**config.mk**
```make
export PLATFORM = sky130hd
export DESIGN_NAME = smbto_core
export DESIGN_NICKNAME = d
export VERILOG_FILES = /design/src/shared/smbto_pkg.sv /design/src/design/smbto_glitch_filter.sv /design/src/design/smbto_core.sv
export VERILOG_INCLUDE_DIRS = /design/src /design/src/shared
export SDC_FILE = /design/constraint.sdc
export NUM_CORES = 1
export LEC_CHECK = 0
export BUFFER_PORTS_ARGS = -buffer_cell sky130_fd_sc_hd__buf_2
export CAP_MARGIN = 20
export CORE_MARGIN = 2
export CORE_UTILIZATION = 45
export DETAILED_ROUTE_END_ITERATION = 12
export PLACE_DENSITY_LB_ADDON = 0.08
export REMOVE_ABC_BUFFERS = 1
export SLEW_MARGIN = 10
export SYNTH_ARGS = -nofsm -noshare
export SYNTH_HDL_FRONTEND = slang
export SYNTH_SLANG_ARGS = --single-unit
```
**constraint.sdc**
```tcl
create_clock -name clk_sys -period 2 [get_ports clk_sys]
set_input_delay 0.4 -clock clk_sys [delete_from_list [all_inputs] [get_ports clk_sys]]
set_output_delay 0.4 -clock clk_sys [all_outputs]
set_load 0.005 [all_outputs]
```
**src/shared/smbto_map.svh**
```systemverilog
/*
 * Constants for the serial-bus timeout and resolution block: timing figures,
 * derived cycle counts, resolution codes and reset values.
 * Assumes a 100 MHz system clock; included by the design files and the test bench.
 */
`ifndef SMBTO_MAP_SVH
`define SMBTO_MAP_SVH

`define SMBTO_CLK_HZ 100000000
`define SMBTO_TOUT_MIN_MS 25
`define SMBTO_TOUT_MAX_MS 35
// Threshold midway between min and max, 30 ms
`define SMBTO_TOUT_MS 30
`define SMBTO_TOUT_CYC ((`SMBTO_CLK_HZ / 1000) * `SMBTO_TOUT_MS)
`define SMBTO_GLITCH_NS 50
`define SMBTO_GLITCH_CYC ((`SMBTO_GLITCH_NS * (`SMBTO_CLK_HZ / 1000000) + 999) / 1000)
`define SMBTO_CAP_TOUT_BIT 6
`define SMBTO_RES_9 2'h0
`define SMBTO_RES_10 2'h1
`define SMBTO_RES_11 2'h2
`define SMBTO_RES_12 2'h3
`define SMBTO_RES_RST `SMBTO_RES_10

`endif

```
**src/shared/smbto_pkg.sv**
```systemverilog
/*
 * Types for the serial-bus timeout block.
 * Assumes the constant header is on the include path.
 */
package smbto_pkg;
    typedef logic [1:0] smbto_res_t;

    // Bit-level protocol states, one-hot
    typedef enum logic [3:0] {
        ST_IDLE = 4'h1,
        ST_XFER = 4'h2,
        ST_ACK = 4'h4,
        ST_TOUT = 4'h8
    } smbto_state_e;

    // Filtered bus lines travel together
    typedef struct packed {
        logic scl;
        logic sda;
    } smbto_bus_s;
endpackage : smbto_pkg

```
**src/design/smbto_glitch_filter.sv**
```systemverilog
/*
 * Two-flop synchroniser and glitch filter for one bus line.
 * Assumes the input comes from a pin outside the clock domain.
 */
`timescale 1ns/1ps
`include "smbto_map.svh"
module smbto_glitch_filter #(
    parameter int unsigned FILT_CYC = `SMBTO_GLITCH_CYC,
    parameter bit RST_VAL = 1'b1
) (
    // Clock and reset
    input wire logic clk_sys,
    input wire logic resetn,
    // Line
    input wire logic lineIn,
    output logic lineOut
);
    // Counter is eight bits wide, so longer filters cannot be served
    if (FILT_CYC < 1 || FILT_CYC > 250) begin : g_bad_filt
        $error("FILT_CYC out of range");
    end

    logic sync1_r;
    logic sync2_r;
    logic [7:0] cnt_r;

    // Synchroniser; first flop read only by the second
    always_ff @(posedge clk_sys) begin
        if (!resetn) begin
            sync1_r <= RST_VAL;
            sync2_r <= RST_VAL;
        end else begin
            sync1_r <= lineIn;
            sync2_r <= sync1_r;
        end
    end

    always_ff @(posedge clk_sys) begin
        if (!resetn) begin
            cnt_r <= 8'h00;
            lineOut <= RST_VAL;
        end else if (sync2_r == lineOut) begin
            cnt_r <= 8'h00;
        end else if (cnt_r >= 8'(FILT_CYC)) begin
            lineOut <= sync2_r; // Held longer than a glitch
            cnt_r <= 8'h00;
        end else begin
            cnt_r <= cnt_r + 8'h01;
        end
    end
endmodule : smbto_glitch_filter

```
**src/design/smbto_core.sv**
```systemverilog
/*
 * Slave-side serial bus front end: filtered pins, bit shifter strobed by
 * the serial clock, clock-low timeout with protocol reset, resolution setting.
 * Assumes byte-level decoding lies outside and talks through the byte ports.
 */
`timescale 1ns/1ps
`include "smbto_map.svh"
module smbto_core
    import smbto_pkg::*;
#(
    parameter int unsigned TOUT_CYC = `SMBTO_TOUT_CYC
) (
    // Clock and reset
    input wire logic clk_sys,
    input wire logic resetn,
    // Bus pins
    input wire logic sclIn,
    input wire logic sdaIn,
    output logic sdaOut,
    output logic sdaOe,
    output logic sclOe,
    // Byte side
    input wire logic [7:0] txByte,
    input wire logic ackEn,
    output logic [7:0] rxByte,
    output logic rxValid,
    output logic startSeen,
    output logic stopSeen,
    // Resolution and capability
    input wire logic resWrite,
    input wire smbto_res_t resWdata,
    output smbto_res_t resSel,
    output logic [7:0] capBits,
    output logic timeoutPulse,
    output logic busActive
);
    // Threshold compare needs at least two counts
    if (TOUT_CYC < 2) begin : g_bad_tout
        $error("TOUT_CYC too small");
    end

    smbto_bus_s bus;
    smbto_bus_s busPrev_r;
    logic sclFilt;
    logic sdaFilt;
    smbto_state_e state_r;
    logic [31:0] lowCnt_r;
    logic [3:0] bitCnt_r;
    logic [7:0] shift_r;
    logic [7:0] txShift_r;
    logic sdaDrv_r;
    logic sclRise;
    logic sclFall;
    logic startCond;
    logic stopCond;
    logic toutHit;

    // Pin filtering for both lines
    smbto_glitch_filter #(.FILT_CYC(`SMBTO_GLITCH_CYC), .RST_VAL(1'b1)) uScl (
        .clk_sys(clk_sys), .resetn(resetn), .lineIn(sclIn), .lineOut(sclFilt));
    smbto_glitch_filter #(.FILT_CYC(`SMBTO_GLITCH_CYC), .RST_VAL(1'b1)) uSda (
        .clk_sys(clk_sys), .resetn(resetn), .lineIn(sdaIn), .lineOut(sdaFilt));
    // One driver for the whole struct
    assign bus = '{scl: sclFilt, sda: sdaFilt};

    // Edge history of filtered lines
    always_ff @(posedge clk_sys) begin
        if (!resetn) busPrev_r <= '{scl: 1'b1, sda: 1'b1};
        else busPrev_r <= bus;
    end

    assign sclRise = bus.scl && !busPrev_r.scl;
    assign sclFall = !bus.scl && busPrev_r.scl;
    assign startCond = bus.scl && busPrev_r.scl && busPrev_r.sda && !bus.sda;
    assign stopCond = bus.scl && busPrev_r.scl && !busPrev_r.sda && bus.sda;

    // low-time counter restarts on rising clock
    always_ff @(posedge clk_sys) begin
        if (!resetn) lowCnt_r <= 32'h0;
        else if (bus.scl || sclRise) lowCnt_r <= 32'h0;
        else if (lowCnt_r < TOUT_CYC) lowCnt_r <= lowCnt_r + 32'h1;
    end
    assign toutHit = !bus.scl && (lowCnt_r == TOUT_CYC - 1);

    // abort on long clock low; back to idle once the clock rises
    always_ff @(posedge clk_sys) begin
        if (!resetn) begin
            state_r <= ST_IDLE;
        end else if (toutHit && state_r != ST_IDLE) begin
            state_r <= ST_TOUT;
        end else begin
            unique case (state_r)
                ST_IDLE: if (startCond) state_r <= ST_XFER;
                ST_XFER: begin
                    if (stopCond) state_r <= ST_IDLE;
                    else if (startCond) state_r <= ST_XFER;
                    else if (sclFall && bitCnt_r == 4'h8) state_r <= ST_ACK;
                end
                ST_ACK: begin
                    if (stopCond) state_r <= ST_IDLE;
                    else if (sclFall) state_r <= ST_XFER;
                end
                // ready for START once the clock rises
                ST_TOUT: if (bus.scl) state_r <= ST_IDLE;
            endcase
        end
    end

    // bits shift only on serial clock edges
    always_ff @(posedge clk_sys) begin
        if (!resetn || state_r == ST_IDLE || state_r == ST_TOUT || startCond) begin
            bitCnt_r <= 4'h0;
            shift_r <= 8'h00;
        end else if (state_r == ST_XFER && sclRise && bitCnt_r < 4'h8) begin
            shift_r <= {shift_r[6:0], bus.sda};
            bitCnt_r <= bitCnt_r + 4'h1;
        end else if (state_r == ST_ACK && sclFall) begin
            bitCnt_r <= 4'h0;
        end
    end

    // Received byte, registered
    always_ff @(posedge clk_sys) begin
        if (!resetn) begin
            rxByte <= 8'h00;
            rxValid <= 1'b0;
        end else begin
            rxValid <= state_r == ST_XFER && sclFall && bitCnt_r == 4'h8 && !toutHit;
            if (state_r == ST_XFER && sclFall && bitCnt_r == 4'h8) rxByte <= shift_r;
        end
    end

    // data out changes on falling clock; released on timeout
    always_ff @(posedge clk_sys) begin
        if (!resetn || toutHit || state_r == ST_TOUT || state_r == ST_IDLE) begin
            sdaDrv_r <= 1'b0;
            txShift_r <= txByte;
        end else if (sclFall) begin
            if (state_r == ST_XFER && bitCnt_r == 4'h8) begin
                sdaDrv_r <= ackEn; // Pull low to acknowledge
                txShift_r <= txByte;
            end else begin
                sdaDrv_r <= 1'b0;
            end
        end
    end

    // Open-drain data: only ever drive low
    assign sdaOut = 1'b0;
    assign sdaOe = sdaDrv_r;
    assign sclOe = 1'b0;

    // Bus event pulses and status, registered
    always_ff @(posedge clk_sys) begin
        if (!resetn) begin
            startSeen <= 1'b0;
            stopSeen <= 1'b0;
            timeoutPulse <= 1'b0;
            busActive <= 1'b0;
        end else begin
            startSeen <= startCond;
            stopSeen <= stopCond;
            timeoutPulse <= toutHit && state_r != ST_IDLE;
            busActive <= state_r != ST_IDLE;
        end
    end

    // resolution defaults to 10 bits; timeout leaves it alone
    always_ff @(posedge clk_sys) begin
        if (!resetn) resSel <= `SMBTO_RES_RST;
        else if (resWrite) resSel <= resWdata;
    end

    assign capBits = 8'(1) << `SMBTO_CAP_TOUT_BIT;

    // Assertions
    property p_tout_release;
        @(posedge clk_sys) disable iff (!resetn)
        (toutHit && state_r != ST_IDLE) |=> (!sdaOe && state_r == ST_TOUT);
    endproperty
    a_tout_release: assert property (p_tout_release) else $error("no release on timeout");

    property p_tout_idle;
        @(posedge clk_sys) disable iff (!resetn)
        (state_r == ST_TOUT && bus.scl) |=> state_r == ST_IDLE;
    endproperty
    a_tout_idle: assert property (p_tout_idle) else $error("no idle after timeout");

    property p_cap;
        @(posedge clk_sys) capBits[`SMBTO_CAP_TOUT_BIT];
    endproperty
    a_cap: assert property (p_cap) else $error("capability bit clear");

    property p_no_stretch;
        @(posedge clk_sys) disable iff (!resetn) !sclOe;
    endproperty
    a_no_stretch: assert property (p_no_stretch) else $error("clock driven");

    property p_shift_on_rise;
        @(posedge clk_sys) disable iff (!resetn)
        (bitCnt_r != $past(bitCnt_r) && bitCnt_r != 4'h0) |-> $past(sclRise);
    endproperty
    a_shift_on_rise: assert property (p_shift_on_rise) else $error("shift off clock");

    property p_res_default;
        @(posedge clk_sys) $rose(resetn) |-> resSel == `SMBTO_RES_RST;
    endproperty
    a_res_default: assert property (p_res_default) else $error("bad reset resolution");

    property p_cnt_restart;
        @(posedge clk_sys) disable iff (!resetn) sclRise |=> lowCnt_r == 32'h0;
    endproperty
    a_cnt_restart: assert property (p_cnt_restart) else $error("counter not restarted");

    property p_res_kept;
        @(posedge clk_sys) disable iff (!resetn)
        (timeoutPulse && !$past(resWrite)) |-> $stable(resSel);
    endproperty
    a_res_kept: assert property (p_res_kept) else $error("timeout touched resolution");

    c_timeout: cover property (@(posedge clk_sys) disable iff (!resetn) timeoutPulse);
    c_byte: cover property (@(posedge clk_sys) disable iff (!resetn) rxValid);
    c_ack: cover property (@(posedge clk_sys) disable iff (!resetn) sdaOe);
    c_stop: cover property (@(posedge clk_sys) disable iff (!resetn) stopSeen);
endmodule : smbto_core

```
==> results.yml, run 1 <==
run_status:
  status: "complete, no violations"
logic_synthesis:
  synth_top_area_share: 0.457
  synth_common_cells: "88 x dfxtp_1, 49 x nor2_1, 43 x nand2_1"
  syn_area_sq_um: 3850
  synth_cell_types: 62
  synth-edff-count: 0
  async_flop_share: 0
  ys_seq_elements: 88
  avgSynthCellArea_sq_um: 9.49
  ys.flop_type: "dfxtp_1"
  synth_area_leaders: "dfxtp_1 46%, nor2_1 4.8%, nand2_1 4.2%"
  synth.most_common_cell: "dfxtp_1"
  synth_top_area_cell: "dfxtp_1"
  ys.warnings.count: 0
  ys_seq_area_frac: 0.457
  synthCells: 406
place:
  place_inst: 546
  place_ws_ns: 0.151
  dp_hpwl_mm: 4.91
  gp_congestion: 0.755
  port_buffers: 23
  dpl_cell_area_sq_um: 4160
job:
  drv_cap: 0
timing:
  period_share: 0.933
  fin_ws_ns: 0.135
  hold_ws_ns: 0.222
  report.final.slew_viol_count: 0
  fin_worst_skew_ns: 0.0118
  period_needed_ns: 1.87
  fmax_mhz: 536
  finalSetupTns_ns: 0
  finalHoldViolCount: 0
  setup-violations-final: 0
detailed_routing:
  drt_wl_total_mm: 6.81
  drtPass1Iterations: 4
  via_per_inst: 5.02
  drt_iter0_drc: 86
  drc: 0
  postRouteAntennaNets: 0
  post_drt_wl_per_cell_microns: 12.1
  num_vias: 2826
critical_path:
  path_class: "flip-flop to flip-flop"
  cp_slowest_cell: "nor4_4"
  setup.worst_path.start_class: "flip-flop"
  cp_slowest_stage_delay_ns: 0.41
  critPathCaptureType: "flip-flop"
  path_buf_inv: 1
  critical_path_required_ns: 2.25
  crit_fanout: 6
  ff2ff_path_depth: 6
  crit_chain: "nor4_4 > nand3_4 > a2111oi_4 > buf_4 > a31oi_1 > a41o_1"
  worstPathArrival_ns: 2.11
  worst-path-stages: 6
  crit_family: "compound AO/OA/AOI/OAI gates"
layout:
  fillers: 795
  fin_cells: 563
  area_delta_synth_final_pct: 13.1
  multi_input_area_sq_um: 1930
  drive_gt1_frac: 0.192
  regArea_sq_um: 1760
  final_core_util: 0.528
  antenna_cells: 0
  layout.nets: 478
  stdcell_area_sq_um: 4360
die:
  rows: 33
  core_area_sq_um: 8260
  dieArea_sq_um: 9320
  die_h_microns: 96.6
  io_pins: 42
  dieWidth_microns: 96.6
  start_util: 0.467
power_and_ir_drop:
  p_per_area_nw_per_um2: 694
  ir_worst_vdd_uv: 392
  p_leak_nw: 1.73
  finalPower_mw: 3.03
global_route:
  grt_max_degree: 25
  grt_pass1_wl_mm: 11.6
  antenna_found_initial: 0
  grt_pass1_vias: 2637
  grt_usage: 0.159
  grt_overflow_total: 0
clocking:
  clockRootBuffer: "clkbuf_8"
  cts.hold.buffers_added: 0
  clock_tree.buffer_depth: 2
  clk_latency_ns: 0.36
  htreeDepth: 3
  cts_sinks: 88
  cts_buffers: 9
  cts_tree: "done"
  clkTransAtPathRegs_ns: 0.09
worst_hold_path:
  holdPathStages: 2
  min_path_type: "input port to flip-flop"
[path summary, 6_finish.rpt]
kind / from / endpoint / slack [ns]
worst min register to register: uScl.sync1_r$_SDFF_PN1_ / uScl.sync2_r$_SDFF_PN1_ / 0.42
worst min-delay path: sdaIn / uSda.sync1_r$_SDFF_PN1_ / 0.22
worst max register to register: lowCnt_r[25]$_SDFFE_PP0N_ / lowCnt_r[7]$_SDFFE_PP0N_ / 0.13
worst max-delay path: lowCnt_r[25]$_SDFFE_PP0N_ / lowCnt_r[7]$_SDFFE_PP0N_ / 0.13
[timing repair]
action / 4_1_cts / 5_1_grt
resized for setup: 0 / 1
endpoints found under the setup margin: 0 / 1
setup buffers: 0 / 1
[registers in the layout, indices dropped and copies added, names as in the netlist]
name,cells
uScl.sync1_r,1
bitCnt_r,4
startSeen,1
rxByte,8
uSda.cnt_r,8
state_r,4
resSel,2
uSda.sync2_r,1
rxValid,1
shift_r,8
uScl.cnt_r,8
uScl.lineOut,1
lowCnt_r,32
uSda.sync1_r,1
sdaOe,1
busPrev_r,2
stopSeen,1
uSda.lineOut,1
timeoutPulse,1
uScl.sync2_r,1
busActive,1
[cell usage in the layout, fill, tap and decap left out, drive strengths merged, types with 6 or more instances in the layout]
cell type / instances
clkbuf: 10
nand4: 6
and3: 8
buf: 46
inv: 17
nand2: 43
nor2: 50
a21oi: 21
and2: 11
nor3: 7
ha: 9
a2111oi: 6
nand2b: 10
mux2i: 15
a31o: 8
dfxtp: 88
xnor2: 9
a211oi: 6
nand3: 12
a31oi: 7
xor2: 6
conb: 18
[power breakdown]
group | switching (mW) | internal, mW | leakage (nW)
clock network | 0.645 | 0.468 | 0.0854
logic | 0.0704 | 0.0479 | 0.930
registers | 0.0207 | 1.78 | 0.714
total | 0.736 | 2.29 | 1.73
[metal layers]
layer / GRT usage / wire length, microns / vias to the layer above
met4: 0.0575 / 83 / 0
li1: - / - / 1465
met1: 0.186 / 3170 / 1293
met2: 0.275 / 3230 / 54
met3: 0.0473 / 322 / 14
met5: 0 / 0 / -
[kinds of logic after synthesis]
family          count (synthesis)  share of synthesized area
xor+xnor                       15                     0.0341
fa+ha+maj                       9                     0.0292
mux                            15                     0.0389
buf+inv                        43                     0.0594
simple gates                  169                      0.237
compound gates                 65                      0.142
other cells                     2                    0.00195
flops                          88                      0.457
[final cells by class]
class | count | area share
multi-input cells | 291 | 0.443
flip-flops and latches | 88 | 0.404
repair buffers | 46 | 0.0660
well taps | 105 | 0.0301
clock buffers | 10 | 0.0293
inverters | 17 | 0.0146
clock inverters | 6 | 0.0132
Note: power is estimated with default switching activity, not from simulation.
==> run 2: changes to the inputs <==
Settings changed: CORE_UTILIZATION 45 to 52.
==> results.yml, run 2 (synthesized netlist as in run 1, its figures left out) <==
power_and_ir_drop:
  seq_power_share: 0.576
  pwr-share-clk: 0.382
  ir_worst_vdd_uv: 360
  p_switching_uw: 708
  swShare: 0.228
  power.internal_mw: 2.40
  p_per_area_nw_per_um2: 712
  p_comb_frac: 0.042
  p_leak_nw: 1.75
timing:
  fin_worst_skew_ns: 0.00725
  period_needed_ns: 1.85
  finalHoldViolCount: 0
  finalSetupTns_ns: 0
  report.final.slew_viol_count: 0
  fmax_mhz: 540
  setup-violations-final: 0
  period_share: 0.926
  grt_setup_unrepaired: "false"
place:
  dp_hpwl_mm: 4.70
  dpl_cell_area_sq_um: 4160
  place_inst: 541
  port_buffers: 23
  gp_congestion: 0.844
clocking:
  cts_sinks: 88
  cts_tree: "done"
  htreeDepth: 3
  clock_tree.buffer_depth: 2
  cts_buffers: 9
  clk_latency_ns: 0.35
  clkTransAtPathRegs_ns: 0.08
  clockRootBuffer: "clkbuf_8"
  cts.hold.buffers_added: 0
die:
  io_pins: 42
  start_util: 0.534
  dieWidth_microns: 90.1
  die_h_microns: 90.1
  core_area_sq_um: 7210
  dieArea_sq_um: 8120
  rows: 31
layout:
  fillers: 650
  area_delta_synth_final_pct: 13.3
  layout_commonest_cell: "dfxtp_1"
  fin_cells: 558
  antenna_cells: 0
  largest_register: "lowCnt_r"
  drive_gt1_frac: 0.194
  layout.nets: 480
  largest_register_ffs: 32
  stdcell_area_sq_um: 4370
  mostFrequentLayoutCells: "88 x dfxtp_1, 49 x nor2_1, 43 x nand2_1"
  final_core_util: 0.606
critical_path:
  critPathCaptureType: "flip-flop"
  ff2ff_setup_slack_ns: 0.15
  worstPathArrival_ns: 2.09
  path_class: "flip-flop to flip-flop"
  critical_path_required_ns: 2.24
  ff2ff_path_depth: 6
  crit_fanout: 7
  setup.worst_path.start_class: "flip-flop"
detailed_routing:
  via_per_inst: 5.10
  num_vias: 2844
  drt_iter0_drc: 69
  drt_wl_total_mm: 6.73
  drtPass1Iterations: 4
  postRouteAntennaNets: 0
  drc: 0
  post_drt_wl_per_cell_microns: 12.1
global_route:
  antenna_found_initial: 0
  grt_overflow_total: 0
  grt_pass1_vias: 2564
  grt_max_degree: 23
  grt_usage: 0.177
  grt_pass1_wl_mm: 11.8
run_status:
  status: "complete, no violations"
worst_hold_path:
  min_path_type: "input port to flip-flop"
  holdPathStages: 2
job:
  drv_cap: 0
==> run 2: changes by cell type in the layout (fill, tap and decap cells not counted), sizes merged <==
cell      previous run  this run
buf                 46        48
bufinv               0         1
clkinv               4         3
clkinvlp             2         0
inv                 17        18
==> run 2: repair_timing <==
item	CTS	global route
endpoints found under the setup margin	0	2
resized for setup	0	1
buffers inserted	0	2
==> run 2: worst paths after layout <==
check | startpoint | to
max | lowCnt_r[22]$_SDFFE_PP0N_ | lowCnt_r[7]$_SDFFE_PP0N_
min | sdaIn | uSda.sync1_r$_SDFF_PN1_
max reg2reg | lowCnt_r[22]$_SDFFE_PP0N_ | lowCnt_r[7]$_SDFFE_PP0N_
min reg2reg | uScl.sync1_r$_SDFF_PN1_ | uScl.sync2_r$_SDFF_PN1_
==> run 2: area by class of cell <==
cell class / instances / area, sq um / area share
Sequential cell: 88 / 1760 / 0.403
Inverter: 17 / 63.8 / 0.0146
Clock inverter: 5 / 57.6 / 0.0132
Multi-Input combinational cell: 291 / 1930 / 0.442
Timing Repair Buffer: 48 / 303 / 0.0693
Clock buffer: 10 / 128 / 0.0292
Tap cell: 99 / 124 / 0.0284
==> run 2: worst max-delay path: stages, from the launching register on <==
cell,delay [ns]
dfxtp_1,0.33
nor4_4,0.41
nand3_4,0.17
a2111oi_4,0.34
buf_4,0.20
a31oi_1,0.08
a41o_1,0.21
==> run 2: per-layer routing <==
metal / track usage / vias to the layer above / wire [microns]
met1: 0.240 / 1315 / 3390
met3: 0.0469 / 8 / 263
met5: 0 / - / 0
li1: - / 1470 / -
met2: 0.274 / 51 / 3020
met4: 0.0577 / 0 / 62
==> run 2: power by group through the flow <==
stage               Combinational [mW]  Clock (mW)  Sequential (mW)
floorplan                       0.0759           0             1.83
global placement                 0.126           0             1.83
detailed placement               0.127           0             1.83
CTS                              0.127        1.23             1.79
global route                     0.146        1.31             1.80
finish                           0.129        1.19             1.79
==> run 2: per-stage QoR <==
stage	power, mW	hold WS [ns]	setup slack [ns]
after floorplan	1.91	0.386	-0.172
after global placement	1.96	0.400	0.200
after detailed placement	1.96	0.396	0.174
after CTS	3.15	0.211	0.159
after global routing	3.25	0.230	0.0426
final	3.11	0.226	0.148
